<file path="src/floppy_cfg_pkg.sv">
package floppy_cfg_pkg;

   // ----------------------------------------------------------------
   // Register map
   // ----------------------------------------------------------------
   // Printed offsets 0xf1 and 0xf2 are not multiples of four, so they are
   // kept as indices and the byte address is four times the index.
   localparam logic [7:0]  IDX_OUTPUT_CTRL   = 8'hf0;
   localparam logic [7:0]  IDX_DRIVE_OPTION  = 8'hf1;
   localparam logic [7:0]  IDX_DRIVE_TYPE    = 8'hf2;
   localparam logic [11:0] ADDR_OUTPUT_CTRL  = {2'h0, IDX_OUTPUT_CTRL, 2'h0};
   localparam logic [11:0] ADDR_DRIVE_OPTION = {2'h0, IDX_DRIVE_OPTION, 2'h0};
   localparam logic [11:0] ADDR_DRIVE_TYPE   = {2'h0, IDX_DRIVE_TYPE, 2'h0};

   // ----------------------------------------------------------------
   // Fields and reset values
   // ----------------------------------------------------------------
   localparam int          BIT_OUT_TYPE      = 6;
   localparam int          BIT_OUT_TRISTATE  = 7;
   localparam int          POS_DENSITY       = 2;
   localparam int          POS_BOOT          = 6;
   localparam logic [7:0]  OUTPUT_CTRL_MASK  = 8'hc0;
   localparam logic [7:0]  DRIVE_OPTION_MASK = 8'hcc;
   localparam logic [7:0]  RESET_OUTPUT_CTRL = 8'h00;
   localparam logic [7:0]  RESET_DRIVE_OPT   = 8'h00;
   localparam logic [7:0]  RESET_DRIVE_TYPE  = 8'h00;
   localparam int          NUM_DRIVES        = 4;
   localparam int          NUM_PINS          = 8;

   typedef enum logic [1:0] {
      DENS_NORMAL  = 2'h0,
      DENS_NORMAL1 = 2'h1,
      DENS_HIGH    = 2'h2,
      DENS_LOW     = 2'h3
   } density_e;

   typedef struct packed {
      logic [31:0] prdata;
      logic        pready;
      logic        pslverr;
   } apb_rsp_s;

   typedef struct packed {
      logic [NUM_PINS-1:0] out;
      logic [NUM_PINS-1:0] oe;
   } pin_drive_s;

endpackage : floppy_cfg_pkg

</file>
<file path="src/floppy_drive_config_regs.sv">
// Notes on behaviour
// - Output type clear gives open-drain drive.
// - Output type set gives push-pull drive.
// - Output control set tri-states drive pins.
// - Parallel-port floppy pins ignore both bits.
// - Density field: normal, normal, force high, low.
// - Option bits 7:6 select boot drive.
// - Type register holds four two-bit drive types.
module floppy_drive_config_regs
   import floppy_cfg_pkg::*;
(
   input  wire logic                    clock,
   input  wire logic                    rstn,
   input  wire logic                    psel,
   input  wire logic                    penable,
   input  wire logic                    pwrite,
   input  wire logic [11:0]             paddr,
   input  wire logic [31:0]             pwdata,
   input  wire logic [3:0]              pstrb,
   output logic      [31:0]             prdata,
   output logic                         pready,
   output logic                         pslverr,
   input  wire logic [NUM_PINS-1:0]     driveLevel,
   input  wire logic [NUM_PINS-1:0]     portLevel,
   input  wire logic                    densityNormal,
   output floppy_cfg_pkg::pin_drive_s   drivePins,
   output logic      [NUM_PINS-1:0]     portPins,
   output logic                         densityOut,
   output logic      [1:0]              bootDrive,
   output logic      [2*NUM_DRIVES-1:0] driveTypes
);
   import floppy_cfg_pkg::*;

   // ----------------------------------------------------------------
   // Registers and decode
   // ----------------------------------------------------------------
   logic [7:0] outputCtrl;
   logic [7:0] driveOption;
   logic [7:0] driveType;

   wire        setupPhase = psel & ~penable;
   wire        hitCtrl    = paddr == ADDR_OUTPUT_CTRL;
   wire        hitOption  = paddr == ADDR_DRIVE_OPTION;
   wire        hitType    = paddr == ADDR_DRIVE_TYPE;
   wire        hitAny     = hitCtrl | hitOption | hitType;
   wire        doWrite    = psel & penable & pready & pwrite & hitAny & pstrb[0];

   // Bits outside the masks are reserved and never stored, so they read zero.
   wire [7:0]  readByte   = hitCtrl   ? outputCtrl
                          : hitOption ? driveOption
                          : hitType   ? driveType
                          : 8'h00;

   // No wait state: the answer is registered in the setup cycle.
   always_ff @(posedge clock or negedge rstn) begin
      if (!rstn) begin
         pready  <= 1'b0;
         prdata  <= 32'h0000_0000;
         pslverr <= 1'b0;
      end else begin
         pready  <= setupPhase;
         prdata  <= (setupPhase & ~pwrite) ? {24'h00_0000, readByte} : 32'h0000_0000;
         pslverr <= setupPhase & ~hitAny;
      end
   end

   always_ff @(posedge clock or negedge rstn) begin
      if (!rstn) begin
         outputCtrl  <= RESET_OUTPUT_CTRL;
         driveOption <= RESET_DRIVE_OPT;
         driveType   <= RESET_DRIVE_TYPE;
      end else if (doWrite) begin
         if (hitCtrl) begin
            outputCtrl <= pwdata[7:0] & OUTPUT_CTRL_MASK;
         end
         // Bits 1:0 are dropped, so a careless write of ones cannot stick.
         if (hitOption) begin
            driveOption <= pwdata[7:0] & DRIVE_OPTION_MASK;
         end
         if (hitType) begin
            driveType <= pwdata[7:0];
         end
      end
   end

   // ----------------------------------------------------------------
   // Drive outputs
   // ----------------------------------------------------------------
   density_e   densSel;
   assign densSel = density_e'(driveOption[POS_DENSITY +: 2]);

   function automatic logic densityLevel(input density_e sel, input logic normal);
      case (sel)
         DENS_HIGH: densityLevel = 1'b1;
         DENS_LOW:  densityLevel = 1'b0;
         default:   densityLevel = normal;
      endcase
   endfunction : densityLevel

   wire nextDensity = densityLevel(densSel, densityNormal);

   always_ff @(posedge clock or negedge rstn) begin
      if (!rstn) begin
         densityOut <= 1'b0;
         bootDrive  <= 2'h0;
         driveTypes <= '0;
         portPins   <= '0;
      end else begin
         densityOut <= nextDensity;
         bootDrive  <= driveOption[POS_BOOT +: 2];
         driveTypes <= driveType;
         portPins   <= portLevel;
      end
   end

   floppy_pin_driver u_pins (
      .clock    (clock),
      .rstn     (rstn),
      .level    (driveLevel),
      .pushPull (outputCtrl[BIT_OUT_TYPE]),
      .tristate (outputCtrl[BIT_OUT_TRISTATE]),
      .pins     (drivePins)
   );
endmodule : floppy_drive_config_regs

</file>
<file path="src/floppy_pin_driver.sv">
module floppy_pin_driver
   import floppy_cfg_pkg::*;
(
   input  wire logic                clock,
   input  wire logic                rstn,
   input  wire logic [NUM_PINS-1:0] level,
   input  wire logic                pushPull,
   input  wire logic                tristate,
   output floppy_cfg_pkg::pin_drive_s pins
);

   // ----------------------------------------------------------------
   // Per-pin buffer shaping
   // ----------------------------------------------------------------
   // Open-drain pulls low only; the cable pull-up gives the high level.
   logic [NUM_PINS-1:0] nextOut;
   logic [NUM_PINS-1:0] nextOe;

   for (genvar i = 0; i < NUM_PINS; i++) begin : g_pin
      assign nextOut[i] = pushPull ? level[i] : 1'b0;
      assign nextOe[i]  = tristate ? 1'b0 : (pushPull | ~level[i]);
   end

   always_ff @(posedge clock or negedge rstn) begin
      if (!rstn) begin
         pins <= '0;
      end else begin
         pins <= '{out: nextOut, oe: nextOe};
      end
   end

endmodule : floppy_pin_driver
</file>
<file path="config.mk">
export PLATFORM = sky130hd
export DESIGN_NAME = floppy_drive_config_regs
export DESIGN_NICKNAME = d
export VERILOG_FILES = /design/src/floppy_cfg_pkg.sv /design/src/floppy_drive_config_regs.sv /design/src/floppy_pin_driver.sv
export SDC_FILE = /design/constraint.sdc
export NUM_CORES = 1
export LEC_CHECK = 0
export ABC_AREA = 1
export CAP_MARGIN = 20
export CORE_ASPECT_RATIO = 1.75
export CORE_MARGIN = 3
export CORE_UTILIZATION = 66
export CTS_CLUSTER_SIZE = 40
export DETAILED_ROUTE_END_ITERATION = 6
export DONT_BUFFER_PORTS = 1
export PLACE_DENSITY_LB_ADDON = 0.05
export SLEW_MARGIN = 10
export SYNTH_ARGS = -nofsm -noshare
export SYNTH_HDL_FRONTEND = slang
export SYNTH_HIERARCHICAL = 1
export SYNTH_SLANG_ARGS = --single-unit
</file>
<file path="constraint.sdc">
create_clock -name clock -period 1.73 [get_ports clock]
set_input_delay 0.0865 -clock clock [delete_from_list [all_inputs] [get_ports clock]]
set_output_delay 0.0865 -clock clock [all_outputs]
set_load 0.05 [all_outputs]
</file>
Yosys cells after proc, flatten, opt, wreduce, memory -nomap -nowiden:

Cells that the tools add are included.

* mux-type cells: 21
* eq/ne operators: 5
* bitwise gates (word level): 29
* reduce and logical (&&, ||, !) cells: 3

Operator list (number)
* equality test 12 x 10 -> 1 bit (second input constant): 3
* two-way mux 8 bit: 4
* two-way mux 1 bit: 16
* inverter 1 bit: 11
* OR 1 bit: 10
* bitwise AND 1 bit: 8
* AND reduction 2 bit: 3
* equality test 2 bit (second input constant): 2
* case mux 1 bit (2 select lines): 1

* output and inout bits: 69
* flip-flop bits (word level): 59

Depth between registers and ports, before layout:

* depth after elaboration: 6
* depth in mapped cells: 9
* gate-level depth less buffers: 9

Cells and area by module:

Netlist, hierarchy kept.

Modules (own cells, without submodules)
* floppy_drive_config_regs: seq. area each 1076.0 µm², cells an instance 189, area an instance 1849.3 µm², times used 1
* floppy_pin_driver: seq. area each 400.4 µm², cells an instance 43, area an instance 565.5 µm², times used 1

Worst setup path after synthesis:

No wires, ideal clock.

* kind: reg-to-reg
* start point: reg pready
* end point: reg outputCtrl[6]
* required time: 1.604 ns
* arrival: 1.274 ns
* library setup time: 0.126 ns
* setup slack: 0.330 ns
* stages on the path, launching flop included: 6
* cell sequence: dfrtp_1 -> nand3_1 -> nor2_2 -> inv_2 -> nor2_2 -> o21ai_0

* cells in the longest elaborated chain, start to end: 5

RTL lines
* start, declared: RTL line floppy_drive_config_regs.sv:21 `output logic pready,`
* start signal, assigned: RTL line floppy_drive_config_regs.sv:61 `pready <= setupPhase;`
* bitwise AND 1 bit (4 in a row): RTL line floppy_drive_config_regs.sv:46 `wire doWrite = psel & penable & pready & pwrite & hitAny & pstrb[0];`
* AND reduction 2 bit (no source line)
* end signal, assigned: RTL line floppy_drive_config_regs.sv:74 `outputCtrl <= pwdata[7:0] & OUTPUT_CTRL_MASK;`
* end, declared: RTL line floppy_drive_config_regs.sv:37 `logic [7:0] outputCtrl;`

No other way between the ends.
A chain may end at the register's enable or synchronous reset.

Worst setup path after layout:

* start point: reg pready
* end point: reg driveType[7]

* cells in the longest elaborated chain, start to end: 5

RTL lines
* bitwise AND 1 bit (4 in a row): RTL line floppy_drive_config_regs.sv:46
* AND reduction 2 bit (no source line)
* end signal, assigned: RTL line floppy_drive_config_regs.sv:81 `driveType <= pwdata[7:0];`
* end, declared: RTL line floppy_drive_config_regs.sv:39 `logic [7:0] driveType;`

No other way between the ends.

==> impl_metrics.prom <==
# TYPE chip_impl_metric gauge
chip_impl_metric{name="grt_antenna_before_repair",unit=""} 0
chip_impl_metric{name="timing.max_cap.violations",unit=""} 0
chip_impl_metric{name="internal-power",unit="mW"} 2.200
chip_impl_metric{name="timing.setup.tns",unit="ps"} 0
chip_impl_metric{name="share_of_power_burned_in_the_clock_network",unit="%"} 40.9
chip_impl_info{name="cts_root_buffer",value="sky130_fd_sc_hd__clkbuf_8"} 1
chip_impl_metric{name="initial_utilization",unit="%"} 70.34
chip_impl_metric{name="ant_nets",unit=""} 0
chip_impl_metric{name="place_hpwl",unit="mm"} 3.203
chip_impl_metric{name="combinational_power_share",unit="%"} 8.7
chip_impl_metric{name="drt-initial-drc-count",unit=""} 35
chip_impl_metric{name="synth.area.mux_share",unit="%"} 0
chip_impl_metric{name="groute.usage.overall",unit="%"} 25.33
chip_impl_info{name="synth.most_common_cell",value="sky130_fd_sc_hd__dfrtp_1"} 1
chip_impl_info{name="grt_setup_unrepaired",value="no"} 1
chip_impl_info{name="synth.cells.most_frequent",value="sky130_fd_sc_hd__dfrtp_1 (59), sky130_fd_sc_hd__nand2_1 (49), sky130_fd_sc_hd__inv_1 (27), sky130_fd_sc_hd__buf_4 (24), sky130_fd_sc_hd__nor2_1 (12)"} 1
chip_impl_metric{name="drt-wirelength-per-cell",unit="um"} 16.23
chip_impl_metric{name="largest_net_degree_at_the_start_of_global_routing",unit=""} 60
chip_impl_info{name="source_of_the_critical_timing_path",value="pready"} 1
chip_impl_metric{name="finalHoldViolCount",unit=""} 0
chip_impl_info{name="outcome",value="finished clean"} 1
chip_impl_metric{name="synthesis.area",unit="um2"} 2415
chip_impl_info{name="synth_area_leaders",value="sky130_fd_sc_hd__dfrtp_1 (61%), sky130_fd_sc_hd__nand2_1 (7.6%), sky130_fd_sc_hd__buf_4 (7.5%), sky130_fd_sc_hd__inv_1 (4.2%), sky130_fd_sc_hd__a21oi_2 (2.5%)"} 1
chip_impl_metric{name="synth_enable_flop_cells",unit=""} 0
chip_impl_metric{name="ir_drop",unit="V"} 0.001050
chip_impl_info{name="kind_of_capture_point_of_the_worst_setup_path",value="flip-flop"} 1
chip_impl_metric{name="synth_compound_gate_area_share",unit="%"} 6.891
chip_impl_metric{name="via_count_of_the_first_global_routing_pass",unit=""} 1655
chip_impl_metric{name="numPortBuffers",unit=""} 0
chip_impl_metric{name="dpl_cell_area",unit="um2"} 2357
chip_impl_metric{name="synth.yosys.warnings",unit=""} 6
chip_impl_metric{name="yosys.area_share.simple",unit="%"} 17.93
chip_impl_metric{name="gp_congestion",unit=""} 0.8278
chip_impl_metric{name="timing.critical_path.fanout_max",unit=""} 10
chip_impl_metric{name="worstPathArrival",unit="ps"} 1500
chip_impl_metric{name="ctsHoldBuffers",unit=""} 28
chip_impl_metric{name="die_width",unit="um"} 51.73
chip_impl_metric{name="syn-instance-count",unit=""} 232
chip_impl_metric{name="post_cts.repair.setup_buffers",unit=""} 0
chip_impl_info{name="hold_start",value="psel"} 1
chip_impl_info{name="synth_flop_cell",value="sky130_fd_sc_hd__dfrtp_1"} 1
chip_impl_metric{name="num_vias",unit=""} 1632
chip_impl_metric{name="power.sequential.fraction",unit="%"} 50.3
chip_impl_metric{name="route.detailed.vias_per_inst",unit=""} 5.148
chip_impl_metric{name="share_of_the_clock_period_used_by_the_worst_path",unit="%"} 72.81
chip_impl_metric{name="finish.cell_count_without_fillers",unit=""} 317
chip_impl_metric{name="cts.clk_slew.worst_paths",unit="ps"} 60
chip_impl_metric{name="finalSetupViolCount",unit=""} 0
chip_impl_metric{name="clock_tree.buffer_depth",unit=""} 2
chip_impl_info{name="cpMaxStageDelayCell",value="sky130_fd_sc_hd__dfrtp_1"} 1
chip_impl_metric{name="post-place-cells",unit=""} 274
chip_impl_info{name="cts_tree",value="yes"} 1
chip_impl_metric{name="core_region_area",unit="um2"} 3433
chip_impl_metric{name="ys_ff_latch",unit=""} 59
chip_impl_metric{name="wirelength",unit="mm"} 5.146
chip_impl_metric{name="synth.avg_cell_area",unit="um2"} 10.41
chip_impl_metric{name="drive_gt1_share",unit="%"} 15.44
chip_impl_metric{name="power.leakage",unit="nW"} 1.509
chip_impl_metric{name="power.total",unit="mW"} 2.963
chip_impl_info{name="synth_top_family_by_area",value="simple AND/OR/NAND/NOR gates"} 1
chip_impl_metric{name="antenna-diode-count",unit=""} 0
chip_impl_metric{name="power_density",unit="nW/um2"} 1040
chip_impl_metric{name="synthDominantCellAreaShare",unit="%"} 61.14
chip_impl_metric{name="clk_latency",unit="ps"} 320
chip_impl_metric{name="global_route.overflow_total",unit=""} 0
chip_impl_info{name="cp_cell_sequence",value="nand3_1 -> nor2_2 -> inv_2 -> nor2_8 -> nand2_1 -> o21ai_1"} 1
chip_impl_metric{name="synth.lib_cells_used.distinct",unit=""} 26
chip_impl_metric{name="total_die_area",unit="um2"} 4449
chip_impl_metric{name="cp_slowest_stage_delay",unit="ps"} 350
chip_impl_metric{name="synth_area_in_adders",unit="%"} 0
chip_impl_metric{name="required_arrival_time_at_the_worst_endpoint",unit="ps"} 1970
chip_impl_metric{name="post_layout_instance_area",unit="um2"} 2849
chip_impl_metric{name="path_buf_inv",unit=""} 1
chip_impl_metric{name="remaining_drc_errors",unit=""} 0
chip_impl_metric{name="areaGrowthSynthToFinish",unit="%"} 17.98
chip_impl_metric{name="cts_htree_levels",unit=""} 3
chip_impl_metric{name="nNetsFinal",unit=""} 338
chip_impl_metric{name="power.switching_fraction",unit="%"} 25.76
chip_impl_info{name="launching_element_type_of_the_critical_path",value="flip-flop"} 1
chip_impl_info{name="hp-class",value="in2reg"} 1
chip_impl_metric{name="grt_pass1_wl",unit="mm"} 8.142
chip_impl_metric{name="synth-xor-area-share",unit="%"} 0
chip_impl_info{name="synth_top_cell_by_area",value="sky130_fd_sc_hd__dfrtp_1"} 1
chip_impl_metric{name="p_switching",unit="uW"} 763.1
chip_impl_metric{name="numClockSinks",unit=""} 59
chip_impl_metric{name="fin_skew",unit="ps"} 6.098
chip_impl_metric{name="synth_async_sr_flop_share",unit="%"} 100.0
chip_impl_metric{name="yosysSeqAreaShare",unit="%"} 61.14
chip_impl_info{name="worst_path_top_cell_family_by_delay",value="simple AND/OR/NAND/NOR gates"} 1
chip_impl_metric{name="cts-buffers-inserted",unit=""} 9
chip_impl_metric{name="chipHeight",unit="um"} 86.02
chip_impl_info{name="launch_instance_of_the_worst_register_to_register_path",value="pready"} 1
chip_impl_metric{name="fmax",unit="MHz"} 793.9
chip_impl_metric{name="finalMaxSlewViolations",unit=""} 0
chip_impl_metric{name="placementRows",unit=""} 28
chip_impl_metric{name="boundaryPins",unit=""} 139
chip_impl_metric{name="number_of_detailed_routing_iterations_run_before_antenna_repair",unit=""} 4
chip_impl_metric{name="post_cts_resized",unit=""} 0
chip_impl_info{name="critPathKind",value="reg2reg"} 1
chip_impl_metric{name="timing.final.crit_period",unit="ps"} 1260
## per-layer routing
layer	global-route usage, %	vias to the layer above	routed length (um)
met5	0	-	0
met2	46.64	113	2897
met1	26.30	772	1701
li1	-	733	-
met4	9.785	0	113
met3	6.783	14	433
## cell usage in the layout (no fill, tap or decap), types with 2 or more instances in the layout
cell | synthesis | final
sky130_fd_sc_hd__nor2_1 | 12 | 12
sky130_fd_sc_hd__clkbuf_8 | 0 | 11
sky130_fd_sc_hd__a21oi_2 | 7 | 7
sky130_fd_sc_hd__dlygate4sd3_1 | 0 | 27
sky130_fd_sc_hd__conb_1 | 1 | 24
sky130_fd_sc_hd__inv_2 | 4 | 4
sky130_fd_sc_hd__clkbuf_1 | 0 | 2
sky130_fd_sc_hd__nor2_4 | 3 | 3
sky130_fd_sc_hd__nand4_1 | 2 | 2
sky130_fd_sc_hd__nor2_2 | 4 | 4
sky130_fd_sc_hd__nand2_1 | 49 | 49
sky130_fd_sc_hd__o21ai_0 | 8 | 8
sky130_fd_sc_hd__nand2_2 | 2 | 2
sky130_fd_sc_hd__nand3_1 | 11 | 11
sky130_fd_sc_hd__o21ai_1 | 5 | 5
sky130_fd_sc_hd__dfrtp_1 | 59 | 59
sky130_fd_sc_hd__a21oi_1 | 3 | 3
sky130_fd_sc_hd__inv_1 | 27 | 27
## final cells by class
cell class                      instances  area (um2)
Clock inverter                          2       35.03
Inverter                               32       127.6
Fill cell                             217       584.3
Clock buffer                           13       158.9
Sequential cell                        59        1476
Timing Repair Buffer                   29       305.3
Tap cell                               45       56.30
Multi-Input combinational cell        137       689.4
## power by group through the flow
stage	clock network (mW)	registers, mW	logic (mW)
6_report	1.21	1.49	0.258
5_1_grt	1.29	1.49	0.276
4_1_cts	1.22	1.49	0.254
3_5_place_dp	0	1.52	0.163
3_3_place_gp	0	1.52	0.160
2_1_floorplan	0	1.52	0.193
## worst register-to-register path: cells and delay by family (launching register included)
| family | cells | cell delay, ps |
|---|---|---|
| DFF | 1 | 350 |
| buffers and inverters | 1 | 140 |
| AOI/OAI and AO/OA | 1 | 100 |
| and+or+nand+nor | 4 | 580 |
## cells by family after synthesis
logic type	Yosys count
AND/OR/NAND/NOR	88
flip-flops	59
buffers and inverters	59
AO/OA/AOI/OAI	25
other	1
## flip-flops by register name (all words and copies together) (netlist names)
register and count:
u_pins/pins 16, driveType 8, driveTypes 8, portPins 8
prdata 8, driveOption 4, bootDrive 2, outputCtrl 2
densityOut 1, pready 1, pslverr 1
## final timing paths
path                             endpoint  slack [ps]  cells past startpoint
setup / recovery             driveType[7]         470                      6
hold / removal                     pready          30                      3
setup reg to reg             driveType[7]         470                      6
hold reg to reg             driveTypes[7]         390                      0
max in group asynchronous  u_pins/pins[5]        1200                      2
min in group asynchronous     portPins[6]         280                      2
## metrics by stage
step	util, %	hold WS (ps)	setup WS (ps)
2_1_floorplan	-	-209.1	329.9
3_3_place_gp	68.66	-207.8	579.5
3_5_place_dp	68.66	-207.8	508.8
4_1_cts	82.98	7.864	530.2
5_1_grt	82.98	36.76	391.3
6_report	82.98	30.70	470.4
No activity file was read; power rests on OpenSTA's default activity.
